--- src/shared/iprg_pkg.sv ---
// Constants for the interrupt priority register block
package iprg_pkg;
    localparam logic [11:0] IPRG_PRIO_OFFSET   = 12'h000;
    localparam logic [11:0] IPRG_STATUS_OFFSET = 12'h004;
    localparam int          IPRG_TMR_LSB       = 12;
    localparam int          IPRG_OC_LSB        = 8;
    localparam int          IPRG_IC_LSB        = 4;
    localparam logic [2:0]  IPRG_LEVEL_RESET   = 3'h4;
    localparam logic [2:0]  IPRG_LEVEL_OFF     = 3'h0;
    localparam logic [2:0]  IPRG_ENABLE_RESET  = 3'h7;
    localparam logic [15:0] IPRG_PRIO_RESET    = 16'h4440;
    localparam logic [15:0] IPRG_IMPL_MASK     = 16'h7770;
endpackage

--- src/logic/iprg_top.sv ---
// Interrupt priority register for timer 2, compare 2 and capture 2
//
// Our own choices: the APB register port and the register offsets.
`timescale 1ns/10ps
// Behaviour
// - Timer two priority is a read/write field in bits 14 to 12.
// - Compare two priority is a read/write field in bits 10 to 8.
// - Capture two priority is a read/write field in bits 6 to 4.
// - Field value is a binary level 1 to 7; zero disables source.
// - Bits 15, 11, 7 and 3 to 0 read zero, writes ignored.
module iprg_top
    import iprg_pkg::*;
(
    input  wire logic        pclk,                  // System clock
    input  wire logic        presetn,               // Async reset, low
    input  wire logic        psel,                  // APB select
    input  wire logic        penable,               // APB access phase
    input  wire logic        pwrite,                // APB write
    input  wire logic [11:0] paddr,                 // APB byte address
    input  wire logic [31:0] pwdata,                // APB write data
    output logic      [31:0] prdata,                // APB read data
    output logic             pready,                // APB ready
    output logic             pslverr,               // APB error
    output logic      [2:0]  timer_two_irq_level,   // Timer 2 level
    output logic      [2:0]  compare_two_irq_level, // Compare 2 level
    output logic      [2:0]  capture_two_irq_level, // Capture 2 level
    output logic      [2:0]  src_enable             // Per-source enables
);

    logic [15:0] prio_q, prio_d;
    logic [31:0] rdata_q, rdata_d;
    logic        ready_q, ready_d;
    logic        err_q, err_d;
    logic [2:0]  en_q, en_d;
    logic        setup;
    logic        access;
    logic        hit_prio, hit_stat;

    ////////////////////////////////////////////////////////////////////////
    // Bus decode; no wait states, registered answer in the cycle after setup
    assign setup    = psel && !penable;
    // Access edge: the master samples pready high here and the transfer ends
    assign access   = psel && penable && ready_q;
    assign hit_prio = (paddr == IPRG_PRIO_OFFSET);
    assign hit_stat = (paddr == IPRG_STATUS_OFFSET);

    // Next register and answer values
    always_comb begin
        prio_d  = prio_q;
        rdata_d = 32'h0000_0000;
        ready_d = 1'b0;
        err_d   = 1'b0;
        if (setup) begin
            ready_d = 1'b1;
            if (hit_prio && !pwrite) begin
                rdata_d = {16'h0000, prio_q};
            end else if (hit_stat && !pwrite) begin
                rdata_d = {29'h0000_0000, en_q};
            end else if (!hit_prio) begin
                err_d = 1'b1; // Unmapped or write to read-only status
            end
        end
        // Write lands only on the edge where the master samples pready
        // high, so the register never moves before the transfer completes
        if (access && pwrite && hit_prio) begin
            // Unimplemented bits masked off so they stay zero
            prio_d = pwdata[15:0] & IPRG_IMPL_MASK;
        end
        // A zero level disables the source
        en_d[2] = prio_d[IPRG_TMR_LSB +: 3] != IPRG_LEVEL_OFF;
        en_d[1] = prio_d[IPRG_OC_LSB +: 3] != IPRG_LEVEL_OFF;
        en_d[0] = prio_d[IPRG_IC_LSB +: 3] != IPRG_LEVEL_OFF;
    end

    // State registers; write lands in the access cycle edge
    always_ff @(posedge pclk or negedge presetn) begin
        if (!presetn) begin
            prio_q  <= IPRG_PRIO_RESET;
            rdata_q <= 32'h0000_0000;
            ready_q <= 1'b0;
            err_q   <= 1'b0;
            en_q    <= IPRG_ENABLE_RESET;
        end else begin
            prio_q  <= prio_d;
            rdata_q <= rdata_d;
            ready_q <= ready_d;
            err_q   <= err_d;
            en_q    <= en_d;
        end
    end

    ////////////////////////////////////////////////////////////////////////
    // Outputs straight from flip-flops
    assign prdata                = rdata_q;
    assign pready                = ready_q;
    assign pslverr               = err_q;
    assign timer_two_irq_level   = prio_q[IPRG_TMR_LSB +: 3];
    assign compare_two_irq_level = prio_q[IPRG_OC_LSB +: 3];
    assign capture_two_irq_level = prio_q[IPRG_IC_LSB +: 3];
    assign src_enable            = en_q;

    ////////////////////////////////////////////////////////////////////////
    // Checks; a write lands on the access edge, so levels, enables and
    // the register show its value from the next sampling edge on

    // Unimplemented bits never hold a one
    AST_UNIMPL_ZERO: assert property (
        @(posedge pclk) disable iff (!presetn)
        (prio_q & ~IPRG_IMPL_MASK) == 16'h0000
    ) else $error("unimplemented bit set");

    // Timer field takes bits 14 to 12 of the write data
    AST_TMR_WRITE: assert property (
        @(posedge pclk) disable iff (!presetn)
        access && pwrite && hit_prio |=>
            timer_two_irq_level == $past(pwdata[14:12])
    ) else $error("timer level not written");

    // Compare field takes bits 10 to 8 of the write data
    AST_OC_WRITE: assert property (
        @(posedge pclk) disable iff (!presetn)
        access && pwrite && hit_prio |=>
            compare_two_irq_level == $past(pwdata[10:8])
    ) else $error("compare level not written");

    // Capture field takes bits 6 to 4 of the write data
    AST_IC_WRITE: assert property (
        @(posedge pclk) disable iff (!presetn)
        access && pwrite && hit_prio |=>
            capture_two_irq_level == $past(pwdata[6:4])
    ) else $error("capture level not written");

    // A zero level turns the timer source off, any other level turns it on
    AST_DISABLE: assert property (
        @(posedge pclk) disable iff (!presetn)
        src_enable[2] == (timer_two_irq_level != IPRG_LEVEL_OFF)
    ) else $error("enable does not follow level");

    // Same for the compare source
    AST_OC_DISABLE: assert property (
        @(posedge pclk) disable iff (!presetn)
        src_enable[1] == (compare_two_irq_level != IPRG_LEVEL_OFF)
    ) else $error("compare enable does not follow level");

    // Same for the capture source
    AST_IC_DISABLE: assert property (
        @(posedge pclk) disable iff (!presetn)
        src_enable[0] == (capture_two_irq_level != IPRG_LEVEL_OFF)
    ) else $error("capture enable does not follow level");

    // A read answers in the access cycle with the register value
    AST_READBACK: assert property (
        @(posedge pclk) disable iff (!presetn)
        setup && !pwrite && hit_prio |=>
            pready && prdata == {16'h0000, $past(prio_q)}
    ) else $error("readback wrong");

    // Unimplemented bits read as zero whatever was written to them
    AST_READ_UNIMPL: assert property (
        @(posedge pclk) disable iff (!presetn)
        setup && !pwrite && hit_prio |=>
            (prdata[15:0] & ~IPRG_IMPL_MASK) == 16'h0000
    ) else $error("unimplemented bit read as one");

    // Writes to unimplemented bits are dropped
    AST_WRITE_MASK: assert property (
        @(posedge pclk) disable iff (!presetn)
        access && pwrite && hit_prio |=>
            prio_q == ($past(pwdata[15:0]) & IPRG_IMPL_MASK)
    ) else $error("write not masked");

    // Nothing but a completed write to the register changes it
    AST_HOLD: assert property (
        @(posedge pclk) disable iff (!presetn)
        !(access && pwrite && hit_prio) |=> $stable(prio_q)
    ) else $error("register changed without write");

    // Timer level holds between writes
    AST_TMR_HOLD: assert property (
        @(posedge pclk) disable iff (!presetn)
        !(access && pwrite && hit_prio) |=> $stable(timer_two_irq_level)
    ) else $error("timer level changed without write");

    // Compare level holds between writes
    AST_OC_HOLD: assert property (
        @(posedge pclk) disable iff (!presetn)
        !(access && pwrite && hit_prio) |=> $stable(compare_two_irq_level)
    ) else $error("compare level changed without write");

    // Capture level holds between writes
    AST_IC_HOLD: assert property (
        @(posedge pclk) disable iff (!presetn)
        !(access && pwrite && hit_prio) |=> $stable(capture_two_irq_level)
    ) else $error("capture level changed without write");

    // Reset puts every field at level 4
    AST_RESET_VAL: assert property (
        @(posedge pclk)
        !presetn |=> prio_q == IPRG_PRIO_RESET || !presetn
    ) else $error("reset value wrong");

    // Levels seen at the first edge after reset is released
    AST_RESET_RELEASE: assert property (
        @(posedge pclk)
        $rose(presetn) |-> timer_two_irq_level == IPRG_LEVEL_RESET &&
            compare_two_irq_level == IPRG_LEVEL_RESET &&
            capture_two_irq_level == IPRG_LEVEL_RESET
    ) else $error("level after reset wrong");

    // All sources are enabled at the first edge after reset
    AST_ENABLE_RESET: assert property (
        @(posedge pclk)
        $rose(presetn) |-> src_enable == IPRG_ENABLE_RESET
    ) else $error("enable after reset wrong");

    // The status word reports which sources are enabled
    AST_STATUS_READ: assert property (
        @(posedge pclk) disable iff (!presetn)
        setup && !pwrite && hit_stat |=>
            prdata == {29'h0000_0000, $past(src_enable)}
    ) else $error("status read wrong");

endmodule // iprg_top

--- config.mk ---
export PLATFORM = sky130hd
export DESIGN_NAME = iprg_top
export DESIGN_NICKNAME = d
export VERILOG_FILES = /design/src/shared/iprg_pkg.sv /design/src/logic/iprg_top.sv
export SDC_FILE = /design/constraint.sdc
export NUM_CORES = 1
export LEC_CHECK = 0
export ABC_AREA = 1
export BUFFER_PORTS_ARGS = -buffer_cell sky130_fd_sc_hd__clkbuf_2
export CAP_MARGIN = 20
export CORE_ASPECT_RATIO = 0.75
export CORE_MARGIN = 8
export CORE_UTILIZATION = 43
export CTS_CLUSTER_SIZE = 28
export DETAILED_ROUTE_END_ITERATION = 12
export HOLD_SLACK_MARGIN = 0.03
export PLACE_DENSITY = 0.84
export SYNTH_ARGS = -nofsm -noshare
export SYNTH_HDL_FRONTEND = slang
export SYNTH_SLANG_ARGS = --single-unit
--- constraint.sdc ---
create_clock -name pclk -period 1.6 [get_ports pclk]
set_clock_uncertainty 0.05 [all_clocks]
set_input_delay 0.24 -clock pclk [delete_from_list [all_inputs] [get_ports pclk]]
set_output_delay 0.24 -clock pclk [all_outputs]
set_load 0.005 [all_outputs]
==> results.json <==
{
  "min_from": "penable",
  "yosys_register_bits": 26,
  "seq_area_frac_synth_pct": 51.4,
  "timing.max_slew.rel_slack_pct": 59.4,
  "synth_top_area_cell": "sky130_fd_sc_hd__dfrtp_1",
  "simple_logic_cell_fraction_of_the_synthesized_area_pct": 24.2,
  "critical_path.reg2reg.startpoint": "pready",
  "cellInternalPower_mw": 0.913,
  "filler_cell_count": 282,
  "synth.distinct_cells": 16,
  "fin_worst_hold_slack_ns": 0.129,
  "synth.top_cell.area_share_pct": 39.1,
  "cts_setup_buffers": 0,
  "cts_tree": "done",
  "antenna_diode_instance_count": 0,
  "synth_most_common_cell": "sky130_fd_sc_hd__inv_1",
  "layout_min_cycle_time_ns": 1.33,
  "place_area_sq_um": 1500,
  "num-nets-final": 253,
  "cts-buffers-inserted": 3,
  "muxShareOfSynthArea_pct": 0,
  "track_usage_pct": 12.3,
  "cp_max_fo": 10,
  "detail_route.wl_per_cell_microns": 12.1,
  "multiInputGateArea_sq_um": 385,
  "area.growth.synth_to_final_pct": 22.3,
  "worst_ir_drop_vdd_uv": 313,
  "dr.first_iter.drc_count": 38,
  "ff_latch_area_sq_um": 658,
  "number_of_global_route_vias_before_repair": 1137,
  "finalWeightedCongestion": 0.729,
  "startpoint": "pready",
  "largest_net_degree_at_the_start_of_global_routing": 27,
  "ios": 95,
  "cts_root_buffer": "sky130_fd_sc_hd__clkbuf_8",
  "cellPowerDensity_nw_per_um2": 746,
  "slowest_stage": "sky130_fd_sc_hd__dfrtp_1",
  "synth.cell_area_sq_um": 1280,
  "dieArea_sq_um": 5000,
  "antenna_left": 0,
  "drive_above_1_share_pct": 34.0,
  "clock_insertion_delay_worst_skew_ns": 0.27,
  "setup_total_negative_slack_ns": 0,
  "critPathArrivalTime_ns": 1.49,
  "coreArea_sq_um": 2890,
  "setup_repair_after_global_routing_missed_its_margin": "no",
  "dr_total_vias": 1031,
  "hold_violations": 0,
  "yosysWarningCount": 0,
  "power_switching_mw": 0.255,
  "grt_antenna_before_repair": 0,
  "overflow": 0,
  "route.final.wire_length_microns": 2920,
  "timing.critical_path.slowest_cell_delay_ns": 0.35,
  "timing.critical_path.required_ns": 1.76,
  "dp_hpwl_microns": 2400,
  "synth_flop_cell": "sky130_fd_sc_hd__dfrtp_1",
  "synth-edff-count": 0,
  "synth_xor_xnor_area_share_pct": 0,
  "chipHeight_microns": 63.3,
  "share_seq_of_total_power_pct": 56.6,
  "switching_share_pct": 21.8,
  "synth-adder-area-share_pct": 0,
  "io_buffers": 51,
  "stdcell_area_sq_um": 1570,
  "setup.worst_path.end_class": "register",
  "drc": 0,
  "clockPowerShare_pct": 35.8,
  "cts.sink_count": 26,
  "synth_cells": 148,
  "power_leakage_nw": 0.949,
  "synth_top_family_by_area": "simple AND/OR/NAND/NOR gates",
  "h-tree-depth": 1,
  "crit_type": "register to register",
  "drt_first_pass_iters": 4,
  "post_drt_via_cell_ratio": 4.28,
  "die_w_microns": 79,
  "setup.worst_path.start_class": "register",
  "drv.max_cap_violation_count": 0,
  "final_max_slew_viol_count": 0,
  "finalSetupViolations": 0,
  "num_rows": 17,
  "final_min_period_over_clock_period_pct": 83.4,
  "comb_power_share_pct": 7.6,
  "grt_pass1_wl_microns": 5010,
  "fmaxAchievable_mhz": 749,
  "ys_top_cells_by_count": "sky130_fd_sc_hd__inv_1, sky130_fd_sc_hd__nand2_1, sky130_fd_sc_hd__buf_4, sky130_fd_sc_hd__dfrtp_1, sky130_fd_sc_hd__nor3_1",
  "clk_pin_slew_ns": 0.08,
  "initial_core_utilization_pct": 44.2,
  "share_of_synthesized_flip_flops_with_an_asynchronous_set_or_reset_pct": 100,
  "worstHoldPathType": "input pin to register",
  "outcome": "completed",
  "yosys-top-cells-area": "sky130_fd_sc_hd__dfrtp_1, sky130_fd_sc_hd__dfstp_2, sky130_fd_sc_hd__buf_4",
  "synth_compound_gate_area_share_pct": 0,
  "syn_area_per_cell_sq_um": 8.65,
  "slew_at_the_pin_closest_to_its_max_slew_limit_ns": 0.609,
  "cts_max_path_buffers": 2,
  "cp_cell_sequence": "nand3_1 -> nor2_4 -> nand3_2 -> nand2_1 -> nand2_1 -> nand3_1",
  "total_power_mw": 1.17
}
[critical path: cells and delay by family (launching register included)]
kind / cells / cell delay [ns]
flip-flops: 1 / 0.35
AND/OR/NAND/NOR: 6 / 0.86
[metrics by stage]
stage	util, %	worst slack, ns	instances
floorplan	-	0.467	167
global placement	51.9	0.103	236
detailed placement	51.9	0.0102	236
CTS	54.1	0.262	241
global route	54.1	0.108	241
finish	54.1	0.265	241
[power by group through the flow]
stage	clock network (mW)	registers (mW)	logic, mW
after CTS	0.428	0.661	0.0888
after global routing	0.447	0.661	0.103
after floorplan	0	0.674	0.0706
after detailed placement	0	0.673	0.0867
after global placement	0	0.673	0.0842
final	0.418	0.661	0.0885
[path summary, 6_finish.rpt]
check / to / slack (ns) / depth (start not counted)
worst max register to register: src_enable[0] / 0.27 / 6
worst min register to register: prdata[0] / 0.44 / 2
worst min-delay path: pready / 0.13 / 2
min in group asynchronous: prdata[2] / 0.46 / 2
worst max-delay path: src_enable[0] / 0.27 / 6
max in group asynchronous: prdata[1] / 0.65 / 2
[layout make-up]
class,count,share of cell area [%]
inverters,37,8.87
well taps,38,3.04
flip-flops and latches,26,42.0
multi-input cells,82,24.6
repair buffers,54,17.9
clock buffers,4,3.52
[state kept, by name, indices dropped and copies added (netlist names)]
| name | count |
|---|---|
| prdata | 12 |
| pready | 1 |
| src_enable | 3 |
| pslverr | 1 |
| prio_q | 9 |
[cell families after synthesis]
kind of cell,after synthesis
and+or+nand+nor,62
buffers and inverters,59
other,1
DFF,26
[cells in the final DEF, fill, tap and decap left out, drive strengths merged]
master / synthesis / layout
and3: 1 / 1
dfstp: 6 / 6
dlygate4sd3: 0 / 1
nor3: 13 / 13
dfrtp: 20 / 20
inv: 36 / 36
nand3: 7 / 7
nand2: 24 / 24
conb: 1 / 20
clkbuf: 0 / 55
clkinv: 1 / 1
nand4: 9 / 9
nor2: 8 / 8
buf: 22 / 2
[metal layers]
| layer | part of all wire [%] | track usage, % | vias to the layer above |
|---|---|---|---|
| li1 | - | - | 519 |
| met1 | 41 | 13.5 | 462 |
| met2 | 48 | 21.2 | 47 |
| met3 | 9.7 | 4.53 | 3 |
| met4 | 0.99 | 4.15 | 0 |
| met5 | 0 | 0 | - |
[what timing repair did]
action	CTS	global route
hold buffers	1	0
endpoints found under the hold margin	20	0
gates resized for setup	0	0
Note: power is estimated with default switching activity, not from simulation.
